## src/verilog/csw_regs.svh

```systemverilog
// Purpose: register map, field positions, reset values and timing counts
// Assumes: byte-wide register port with a 12-bit address
// Notes: serial_main_ctrl and word_count_wait_ctrl are write-only
`ifndef CSW_REGS_SVH
`define CSW_REGS_SVH

// register addresses
`define CSW_ADDR_MAIN 12'h028
`define CSW_ADDR_WCW 12'h029
`define CSW_ADDR_STAT 12'h029
`define CSW_ADDR_OPT 12'h02A
`define CSW_ADDR_BUF 12'hF90
`define CSW_ADDR_BUF_TOP 9'h1F2

// serial_main_ctrl fields
`define CSW_MAIN_START 7
`define CSW_MAIN_ABORT 6
`define CSW_MAIN_MODE_LSB 3
`define CSW_MAIN_CKSEL_LSB 0
`define CSW_MAIN_RST 8'h00

// word_count_wait_ctrl fields
`define CSW_WCW_WAIT_LSB 3
`define CSW_WCW_COUNT_LSB 0
`define CSW_WCW_RST 5'h00

// clock option register fields
`define CSW_OPT_STAGE_A 0
`define CSW_OPT_STAGE_B 1
`define CSW_OPT_LOW_FREQ 2
`define CSW_OPT_RST 3'h0

// status fields
`define CSW_STAT_TIP 7
`define CSW_STAT_SHIFT 6

// transfer modes and clock codes
`define CSW_MODE_TX8 3'h0
`define CSW_MODE_TX4 3'h2
`define CSW_MODE_TRX8 3'h4
`define CSW_MODE_RX8 3'h5
`define CSW_MODE_RX4 3'h6
`define CSW_CKSEL_RSVD 3'h6
`define CSW_CKSEL_EXT 3'h7

// timing
`define CSW_SYS_CLK_HZ 200000000
`define CSW_FS_HZ 32768
`define CSW_FS_DIV (`CSW_SYS_CLK_HZ / `CSW_FS_HZ)
`define CSW_FS_HALF 16

`endif

```

## src/verilog/csw_pkg.sv

```systemverilog
// Purpose: types shared by the serial word buffer control block
// Assumes: constants come from csw_regs.svh
// Notes: state codes are one-hot
package csw_pkg;

   // engine phases
   typedef enum logic [3:0] {
      CSW_IDLE = 4'h1,
      CSW_SHIFT = 4'h2,
      CSW_GAP = 4'h4,
      CSW_STALL = 4'h8
   } csw_phase_type;

   // register port request
   typedef struct packed {
      logic [11:0] addr;
      logic [7:0] wdata;
      logic wr;
      logic rd;
   } csw_bus_req_type;

   // serial pin drives
   typedef struct packed {
      logic sck_out;
      logic sck_oe;
      logic so_out;
      logic so_oe;
   } csw_pin_out_type;

   // rate generator configuration
   typedef struct packed {
      logic [2:0] cksel;
      logic stage_a;
      logic stage_b;
      logic low_freq;
   } csw_clk_cfg_type;

endpackage

```

## src/verilog/csw_clkgen.sv

```systemverilog
// Purpose: internal serial clock half-period tick generator
// Assumes: sys_clk is the high-frequency clock fc
// Notes: tick is one cycle per half serial clock period while run is high
`timescale 1ns/1ps
`include "csw_regs.svh"
module csw_clkgen #(
   parameter int FS_DIV = `CSW_FS_DIV
) (
   input wire logic sys_clk,
   input wire logic nrst,
   input wire logic ce,
   input wire logic run,
   input wire csw_pkg::csw_clk_cfg_type cfg,
   output logic tick
);

   // the prescaler is 16 bits wide
   if (FS_DIV < 2 || FS_DIV > 65536) begin : g_chk
      $error("csw_clkgen: FS_DIV must be 2 to 65536");
   end

   typedef struct packed {
      logic [13:0] fc_cnt;
      logic [15:0] fs_pre;
      logic [4:0] fs_cnt;
      logic tick;
   } csw_gen_state_type;

   csw_gen_state_type r_reg;
   csw_gen_state_type r_next;

   // half period in fc cycles, zero when no internal rate applies
   function automatic logic [13:0] csw_half(input csw_pkg::csw_clk_cfg_type c);
      logic [13:0] h;
      h = 14'h0000;
      case (c.cksel)
         3'h0: h = c.stage_b ? 14'h2000 : 14'h1000;
         3'h1: h = c.stage_b ? 14'h0100 : 14'h0080;
         3'h2: h = c.stage_b ? 14'h0080 : 14'h0040;
         3'h3: h = c.stage_b ? 14'h0040 : 14'h0020;
         3'h4: h = c.stage_b ? 14'h0020 : 14'h0010;
         3'h5: h = c.stage_b ? 14'h0010 : 14'h0008;
         default: h = 14'h0000;
      endcase
      return h;
   endfunction

   logic use_fs;
   logic [13:0] half;
   logic fs_tick;

   // rate source choice
   always_comb begin
      use_fs = (cfg.cksel == 3'h0) && (cfg.stage_a || cfg.low_freq);
      half = cfg.low_freq && (cfg.cksel != 3'h0) ? 14'h0000 : csw_half(cfg);
      fs_tick = (r_reg.fs_pre == 16'(FS_DIV - 1));
   end

   // counters
   always_comb begin
      r_next = r_reg;
      r_next.tick = 1'b0;
      r_next.fs_pre = fs_tick ? 16'h0000 : r_reg.fs_pre + 16'h0001;
      if (!run) begin
         r_next.fc_cnt = 14'h0000;
         r_next.fs_cnt = 5'h00;
      end else if (use_fs) begin
         if (fs_tick) begin
            if (r_reg.fs_cnt == 5'(`CSW_FS_HALF - 1)) begin
               r_next.fs_cnt = 5'h00;
               r_next.tick = 1'b1;
            end else begin
               r_next.fs_cnt = r_reg.fs_cnt + 5'h01;
            end
         end
      end else if (half != 14'h0000) begin
         if (r_reg.fc_cnt == half - 14'h0001) begin
            r_next.fc_cnt = 14'h0000;
            r_next.tick = 1'b1;
         end else begin
            r_next.fc_cnt = r_reg.fc_cnt + 14'h0001;
         end
      end
   end

   // state register
   always_ff @(posedge sys_clk or negedge nrst) begin
      if (!nrst) begin
         r_reg <= '0;
      end else if (ce) begin
         r_reg <= r_next;
      end
   end

   assign tick = r_reg.tick;

endmodule // csw_clkgen

```

## src/verilog/csw_ctrl.sv

```systemverilog
// Purpose: control, status and buffer sequencing of a clocked serial unit
// Assumes: pin inputs are asynchronous to sys_clk; register port is on sys_clk
// Notes: the data buffer sits at 12'hF90..12'hF97 on the register port
`timescale 1ns/1ps
`include "csw_regs.svh"
module csw_ctrl #(
   parameter int FS_DIV = `CSW_FS_DIV,
   parameter int WORDS = 8
) (
   input wire logic sys_clk,
   input wire logic nrst,
   input wire logic ce,
   input wire csw_pkg::csw_bus_req_type bus_req,
   output logic [7:0] rdata,
   input wire logic sck_in,
   input wire logic si_in,
   output csw_pkg::csw_pin_out_type pins,
   output logic serial_burst_irq
);

   if (WORDS != 8) begin : g_chk
      $error("csw_ctrl: WORDS must be 8, the count field is 3 bits");
   end

   typedef struct packed {
      csw_pkg::csw_phase_type phase;
      logic [7:0] main_ctrl;
      logic [4:0] wcw;
      logic [2:0] opt;
      logic [WORDS-1:0][7:0] data_buf;
      logic [7:0] rdata;
      logic [7:0] shreg;
      logic [3:0] bitcnt;
      logic [2:0] word_idx;
      logic [7:0] gap_cnt;
      logic serviced;
      logic tip;
      logic irq;
      logic sck_lvl;
      logic sck_oe;
      logic so_out;
      logic so_oe;
      logic sck_s1;
      logic sck_s2;
      logic sck_prev;
      logic si_s1;
      logic si_s2;
   } csw_state_type;

   csw_state_type r_reg;
   csw_state_type r_next;

   // buffer address decode, used by both read and write
   function automatic logic csw_is_buf(input logic [11:0] a);
      return a[11:3] == `CSW_ADDR_BUF_TOP;
   endfunction

   logic tick;
   logic run;
   csw_pkg::csw_clk_cfg_type clk_cfg;
   logic [2:0] mode;
   logic [2:0] cksel;
   logic [2:0] count;
   logic [1:0] wait_code;
   logic four_bit;
   logic is_tx;
   logic is_rx;
   logic ext_clk;
   logic fall_ev;
   logic rise_ev;
   logic [3:0] last_bit;
   logic [7:0] shifted;
   logic [7:0] gap_len;
   logic last_word;
   logic [2:0] next_idx;

   // field views of the control registers
   always_comb begin
      mode = r_reg.main_ctrl[`CSW_MAIN_MODE_LSB +: 3];
      cksel = r_reg.main_ctrl[`CSW_MAIN_CKSEL_LSB +: 3];
      count = r_reg.wcw[`CSW_WCW_COUNT_LSB +: 3];
      wait_code = r_reg.wcw[`CSW_WCW_WAIT_LSB +: 2];
      four_bit = (mode == `CSW_MODE_TX4) || (mode == `CSW_MODE_RX4);
      is_tx = (mode == `CSW_MODE_TX8) || (mode == `CSW_MODE_TX4) || (mode == `CSW_MODE_TRX8);
      is_rx = (mode == `CSW_MODE_TRX8) || (mode == `CSW_MODE_RX8) || (mode == `CSW_MODE_RX4);
      ext_clk = (cksel == `CSW_CKSEL_EXT);
      clk_cfg.cksel = cksel;
      clk_cfg.stage_a = r_reg.opt[`CSW_OPT_STAGE_A];
      clk_cfg.stage_b = r_reg.opt[`CSW_OPT_STAGE_B];
      clk_cfg.low_freq = r_reg.opt[`CSW_OPT_LOW_FREQ];
      run = !ext_clk && ((r_reg.phase == csw_pkg::CSW_SHIFT) || (r_reg.phase == csw_pkg::CSW_GAP));
   end

   // serial clock edges, from the rate tick or the synchronised pin
   always_comb begin
      if (ext_clk) begin
         fall_ev = r_reg.sck_prev && !r_reg.sck_s2;
         rise_ev = !r_reg.sck_prev && r_reg.sck_s2;
      end else begin
         fall_ev = tick && r_reg.sck_lvl;
         rise_ev = tick && !r_reg.sck_lvl;
      end
   end

   // word arithmetic
   always_comb begin
      last_bit = four_bit ? 4'h3 : 4'h7;
      if (four_bit) begin
         shifted = {4'h0, r_reg.si_s2, r_reg.shreg[3:1]};
      end else begin
         shifted = {r_reg.si_s2, r_reg.shreg[7:1]};
      end
      // extra half periods: (2^wait - 1) words of bits, two halves a bit
      case (wait_code)
         2'h1: gap_len = four_bit ? 8'h08 : 8'h10;
         2'h2: gap_len = four_bit ? 8'h18 : 8'h30;
         2'h3: gap_len = four_bit ? 8'h38 : 8'h70;
         default: gap_len = 8'h00;
      endcase
      last_word = (r_reg.word_idx == count);
      next_idx = last_word ? 3'h0 : r_reg.word_idx + 3'h1;
   end

   csw_clkgen #(
      .FS_DIV(FS_DIV)
   ) u_clkgen (
      .sys_clk(sys_clk),
      .nrst(nrst),
      .ce(ce),
      .run(run),
      .cfg(clk_cfg),
      .tick(tick)
   );

   // engine first, then register port effects so software wins where it must
   always_comb begin
      r_next = r_reg;
      r_next.irq = 1'b0;
      r_next.rdata = 8'h00;
      r_next.sck_s1 = sck_in;
      r_next.sck_s2 = r_reg.sck_s1;
      r_next.sck_prev = r_reg.sck_s2;
      r_next.si_s1 = si_in;
      r_next.si_s2 = r_reg.si_s1;

      case (r_reg.phase)
         csw_pkg::CSW_IDLE: begin
            r_next.sck_lvl = 1'b1;
         end
         csw_pkg::CSW_SHIFT: begin
            if (tick && !ext_clk) begin
               r_next.sck_lvl = !r_reg.sck_lvl;
            end
            if (fall_ev) begin
               r_next.so_out = r_reg.shreg[0];
            end
            if (rise_ev) begin
               r_next.shreg = shifted;
               r_next.bitcnt = r_reg.bitcnt + 4'h1;
               if (r_reg.bitcnt == last_bit) begin
                  r_next.bitcnt = 4'h0;
                  if (is_rx) begin
                     r_next.data_buf[r_reg.word_idx] = shifted;
                  end
                  r_next.word_idx = next_idx;
                  r_next.shreg = r_reg.data_buf[next_idx];
                  if (last_word) begin
                     r_next.irq = 1'b1;
                     r_next.serviced = 1'b0;
                  end
                  if (!r_reg.main_ctrl[`CSW_MAIN_START]) begin
                     r_next.phase = csw_pkg::CSW_IDLE;
                     r_next.tip = 1'b0;
                     r_next.so_oe = 1'b0;
                  end else if (!ext_clk && last_word) begin
                     r_next.phase = csw_pkg::CSW_STALL;
                  end else if (!ext_clk && gap_len != 8'h00) begin
                     r_next.phase = csw_pkg::CSW_GAP;
                     r_next.gap_cnt = gap_len;
                  end
               end
            end
         end
         csw_pkg::CSW_GAP: begin
            r_next.sck_lvl = 1'b1;
            if (!r_reg.main_ctrl[`CSW_MAIN_START]) begin
               r_next.phase = csw_pkg::CSW_IDLE;
               r_next.tip = 1'b0;
               r_next.so_oe = 1'b0;
            end else if (tick) begin
               r_next.gap_cnt = r_reg.gap_cnt - 8'h01;
               if (r_reg.gap_cnt == 8'h01) begin
                  r_next.phase = csw_pkg::CSW_SHIFT;
               end
            end
         end
         csw_pkg::CSW_STALL: begin
            r_next.sck_lvl = 1'b1;
            if (!r_reg.main_ctrl[`CSW_MAIN_START]) begin
               r_next.phase = csw_pkg::CSW_IDLE;
               r_next.tip = 1'b0;
               r_next.so_oe = 1'b0;
            end else if (r_reg.serviced) begin
               r_next.shreg = r_reg.data_buf[3'h0];
               r_next.phase = gap_len != 8'h00 ? csw_pkg::CSW_GAP : csw_pkg::CSW_SHIFT;
               r_next.gap_cnt = gap_len;
            end
         end
         default: begin
            r_next.phase = csw_pkg::CSW_IDLE;
            r_next.tip = 1'b0;
         end
      endcase

      // register writes
      if (bus_req.wr) begin
         if (bus_req.addr == `CSW_ADDR_MAIN) begin
            r_next.main_ctrl = bus_req.wdata;
            r_next.main_ctrl[`CSW_MAIN_ABORT] = 1'b0;
            r_next.sck_oe = bus_req.wdata[`CSW_MAIN_CKSEL_LSB +: 3] != `CSW_CKSEL_EXT;
            if (bus_req.wdata[`CSW_MAIN_ABORT]) begin
               r_next.phase = csw_pkg::CSW_IDLE;
               r_next.tip = 1'b0;
               r_next.so_oe = 1'b0;
               r_next.sck_lvl = 1'b1;
               r_next.bitcnt = 4'h0;
               r_next.word_idx = 3'h0;
            end else if (bus_req.wdata[`CSW_MAIN_START] && !r_reg.tip) begin
               r_next.phase = csw_pkg::CSW_SHIFT;
               r_next.tip = 1'b1;
               r_next.sck_lvl = 1'b1;
               r_next.bitcnt = 4'h0;
               r_next.word_idx = 3'h0;
               r_next.shreg = r_reg.data_buf[3'h0];
               r_next.serviced = 1'b0;
               r_next.so_oe = 1'b1;
            end
         end else if (bus_req.addr == `CSW_ADDR_WCW) begin
            r_next.wcw = bus_req.wdata[4:0];
         end else if (bus_req.addr == `CSW_ADDR_OPT) begin
            r_next.opt = bus_req.wdata[2:0];
         end else if (csw_is_buf(bus_req.addr)) begin
            r_next.data_buf[bus_req.addr[2:0]] = bus_req.wdata;
            r_next.serviced = 1'b1;
         end
      end

      // register reads, data valid in the following cycle only
      if (bus_req.rd) begin
         if (bus_req.addr == `CSW_ADDR_STAT) begin
            r_next.rdata[`CSW_STAT_TIP] = r_reg.tip;
            r_next.rdata[`CSW_STAT_SHIFT] = r_reg.phase == csw_pkg::CSW_SHIFT;
         end else if (bus_req.addr == `CSW_ADDR_OPT) begin
            r_next.rdata = {5'h00, r_reg.opt};
         end else if (csw_is_buf(bus_req.addr)) begin
            r_next.rdata = r_reg.data_buf[bus_req.addr[2:0]];
            r_next.serviced = 1'b1;
         end
      end
   end

   // state register
   always_ff @(posedge sys_clk or negedge nrst) begin
      if (!nrst) begin
         r_reg <= '0;
         r_reg.phase <= csw_pkg::CSW_IDLE;
         r_reg.main_ctrl <= `CSW_MAIN_RST;
         r_reg.wcw <= `CSW_WCW_RST;
         r_reg.opt <= `CSW_OPT_RST;
         r_reg.sck_lvl <= 1'b1;
         r_reg.sck_oe <= 1'b1;
         r_reg.sck_s1 <= 1'b1;
         r_reg.sck_s2 <= 1'b1;
         r_reg.sck_prev <= 1'b1;
      end else if (ce) begin
         r_reg <= r_next;
      end
   end

   // outputs straight from the state register
   assign rdata = r_reg.rdata;
   assign serial_burst_irq = r_reg.irq;
   assign pins.sck_out = r_reg.sck_lvl;
   assign pins.sck_oe = r_reg.sck_oe;
   assign pins.so_out = r_reg.so_out;
   assign pins.so_oe = r_reg.so_oe;

endmodule // csw_ctrl

```

## config.mk

```make
export PLATFORM = sky130hd
export DESIGN_NAME = csw_ctrl
export DESIGN_NICKNAME = d
export VERILOG_FILES = /design/src/verilog/csw_pkg.sv /design/src/verilog/csw_clkgen.sv /design/src/verilog/csw_ctrl.sv
export VERILOG_INCLUDE_DIRS = /design/src /design/src/verilog
export SDC_FILE = /design/constraint.sdc
export NUM_CORES = 1
export LEC_CHECK = 0
export ABC_AREA = 1
export BUFFER_PORTS_ARGS = -buffer_cell sky130_fd_sc_hd__buf_2
export CAP_MARGIN = 20
export CORE_ASPECT_RATIO = 1.5
export CORE_MARGIN = 5
export CORE_UTILIZATION = 40
export CTS_BUF_LIST = sky130_fd_sc_hd__clkbuf_4 sky130_fd_sc_hd__clkbuf_8
export CTS_CLUSTER_SIZE = 25
export DETAILED_ROUTE_END_ITERATION = 10
export MAX_ROUTING_LAYER = met4
export PLACE_DENSITY_LB_ADDON = 0.2
export SLEW_MARGIN = 20
export SYNTH_ARGS = -nofsm -noshare
export SYNTH_HDL_FRONTEND = slang
export SYNTH_SLANG_ARGS = --single-unit
```

## constraint.sdc

```tcl
create_clock -name sys_clk -period 3.1 [get_ports sys_clk]
set_input_delay 0.31 -clock sys_clk [delete_from_list [all_inputs] [get_ports sys_clk]]
set_output_delay 0.31 -clock sys_clk [all_outputs]
set_load 0.02 [all_outputs]
```

==> results.json <==
{
  "status": "completed",
  "fp.dieW_um": 144,
  "syn_avg_cell_area_um2": 7.04,
  "ys.flop_type": "dfrtp_1",
  "wl_per_cell_um": 20.2,
  "final_nets": 1583,
  "cts_inserted_buffers": 17,
  "cp-start-kind": "register",
  "areaGrowthSynthToFinish_pct": 10.0,
  "ys_warn_count": 0,
  "drtAntennaViolNets": 0,
  "clk_path_buf_depth": 2,
  "crit_type": "register to register",
  "period_share_pct": 86.7,
  "syn_inst": 1526,
  "grt_max_degree": 85,
  "grt_first_pass_wirelength_um": 60200,
  "worstPathArrival_ns": 3.08,
  "grt_pass1_vias": 10400,
  "maxCapViolations": 0,
  "drcViolationCount": 0,
  "final_area_um2": 11800,
  "final_cell_mix": "nand2_1, o21ai_0, inv_1",
  "post_dp_cell_area_um2": 11300,
  "async_flop_share_pct": 100,
  "fin_setup_tns_ns": 0,
  "num_rows": 73,
  "layout-drive-gt1-share_pct": 8.78,
  "tightest_slew_ns": 0.815,
  "cts_sinks": 162,
  "crit_fanout": 13,
  "grt_overflow": 0,
  "final_common_cell": "nand2_1",
  "die_h_um": 211,
  "timing.hold.ws_ns": 0.183,
  "die-area_um2": 30300,
  "cts_setup_buffers": 0,
  "leakage_nw": 5.35,
  "worstSkewPairLatency_ns": 0.51,
  "start_util_pct": 40.6,
  "max_slew_margin_pct": 45.7,
  "core_area_um2": 26500,
  "grt_util_all_layers_pct": 26.5,
  "cts_root_buffer": "clkbuf_8",
  "hp-class": "input port to register",
  "vias_per_cell": 5.80,
  "drt-total-wl_um": 38400,
  "max_freq_mhz": 372,
  "worstPathRequired_ns": 3.50,
  "largest_reg_flops": 98,
  "post-dp-hpwl_um": 27900,
  "diodes": 0,
  "cts_max_level": 4,
  "synth_area_um2": 10700,
  "synth_edf_count": 0,
  "synth_seq_cells": 162,
  "vdd_drop_max_mv": 0.339,
  "firstDrtPassIters": 5,
  "clk_pin_slew_worst_paths_ns": 0.09,
  "vias": 11000,
  "powerDensity_nw_per_um2": 523,
  "slew_viol_final": 0,
  "endpoint_kind": "register",
  "io-pin-count": 40,
  "synth.distinct_cells": 51,
  "setup_viol": 0,
  "port_buffers": 39,
  "rsz0062_at_grt": "no",
  "synth_nets": 1562,
  "synth-seq-area-share_pct": 37.8,
  "finalHoldViolCount": 0,
  "cts_tree": "done",
  "period_needed_ns": 2.69,
  "gp_congestion": 1.00,
  "drt_iter0_markers": 1158,
  "fillCellCount": 2790,
  "skew_ns": 0.0113,
  "antenna_found_initial": 0
}
## report_power, final
part | total (W) | internal (W) | switching (W)
clock | 0.00193 | 0.00104 | 0.000889
combinational | 0.00158 | 0.000508 | 0.00108
sequential | 0.00267 | 0.00239 | 0.000282
total | 0.00619 | 0.00394 | 0.00225
## per-stage QoR
step | std cells | total power [W] | utilization (%) | setup WS (ns)
CTS | 1897 | 0.00619 | 44.6 | 0.307
detailed placement | 1862 | 0.00426 | 42.7 | 0.331
floorplan | 1526 | 0.00369 | - | 0.720
global route | 1897 | 0.00650 | 44.6 | 0.150
finish | 1897 | 0.00619 | 44.6 | 0.412
global placement | 1862 | 0.00423 | 42.7 | 0.389
## repair_timing
item	CTS	global route
resized for setup	0	1
hold buffers	3	0
endpoints found under the hold margin	50	0
setup endpoints to repair	0	1
## critical path, stage by stage (launching register included)
cell and delay (ns):
dfrtp_1 0.49, nor2_2 0.17, nand2_2 0.12, nand2_2 0.15, nand3_1 0.12, ha_1 0.33, xnor2_1 0.12, nor2_1 0.08
o21ai_0 0.08, nor2_1 0.11, nand3_1 0.09, nor2_1 0.09, nand3_1 0.07, nor2_1 0.15, nand2_2 0.21, nand3b_1 0.15
nand2_1 0.06
## cells by family (layout without fill, tap and decap cells)
group | after synthesis | after routing | share of synthesized area (%)
DFF | 162 | 162 | 37.8
adders and majority gates | 9 | 9 | 1.05
xor gates and xnor gates | 24 | 24 | 1.96
AOI/OAI and AO/OA | 429 | 429 | 23.2
buffers and inverters | 270 | 304 | 10.0
and+or+nand+nor | 632 | 632 | 26.0
## cells in the mapped netlist (4+ instances only)
cell type | n | area share (%)
a21oi_1 | 89 | 4.1
dfrtp_1 | 156 | 36
a211oi_1 | 17 | 1.2
o221ai_1 | 8 | 0.65
xnor2_1 | 8 | 0.65
nor4_1 | 11 | 0.64
clkbuf_1 | 42 | 1.5
o211ai_1 | 57 | 4.0
inv_1 | 179 | 6.3
nor2_1 | 103 | 3.6
a22oi_1 | 4 | 0.28
buf_4 | 12 | 0.84
xor2_1 | 16 | 1.3
inv_2 | 7 | 0.24
nand2_2 | 4 | 0.23
nand4_1 | 26 | 1.5
ha_1 | 9 | 1.0
nand3_1 | 105 | 4.9
nor3_1 | 20 | 0.93
nand3b_1 | 17 | 1.2
dfstp_2 | 6 | 1.5
buf_1 | 4 | 0.14
nand2_1 | 332 | 12
o22ai_1 | 29 | 1.7
o21ai_1 | 9 | 0.42
a31oi_1 | 5 | 0.29
o21ai_0 | 189 | 8.8
buf_2 | 14 | 0.65
clkinv_1 | 10 | 0.35
## final cells by class
cell class | instances | area (µm²) | share of cell area, %
Sequential cell | 162 | 4060 | 34.3
Clock buffer | 21 | 283 | 2.39
Tap cell | 337 | 422 | 3.57
Clock inverter | 11 | 199 | 1.68
Multi-Input combinational cell | 1094 | 5610 | 47.5
Timing Repair Buffer | 76 | 514 | 4.35
Inverter | 196 | 736 | 6.22
## metal layers
metal | GRT usage [%] | share of wire (%)
met3 | 3.83 | 5.9
met2 | 41.9 | 48
met5 | - | 0
met4 | 14.8 | 5.9
met1 | 32.4 | 40
## worst paths after layout
| check | from | end | slack (ns) | cells after the start |
|---|---|---|---|---|
| worst min register to register | r_next[3]$_DFFE_PN1P_ | r_next[2]$_DFFE_PN1P_ | 0.47 | 2 |
| worst max register to register | cksel[0]$_DFFE_PN0P_ | u_clkgen.r_reg[30]$_DFFE_PN0P_ | 0.41 | 16 |
| worst max-delay path | cksel[0]$_DFFE_PN0P_ | u_clkgen.r_reg[30]$_DFFE_PN0P_ | 0.41 | 16 |
| min in group asynchronous | nrst | r_reg[89]$_DFFE_PN0P_ | 0.33 | 2 |
| max in group asynchronous | nrst | r_reg[31]$_DFFE_PN0P_ | 1.84 | 3 |
| worst min-delay path | ce | r_reg[123]$_DFFE_PN1P_ | 0.18 | 4 |
No activity file was read; power rests on OpenSTA's default activity.
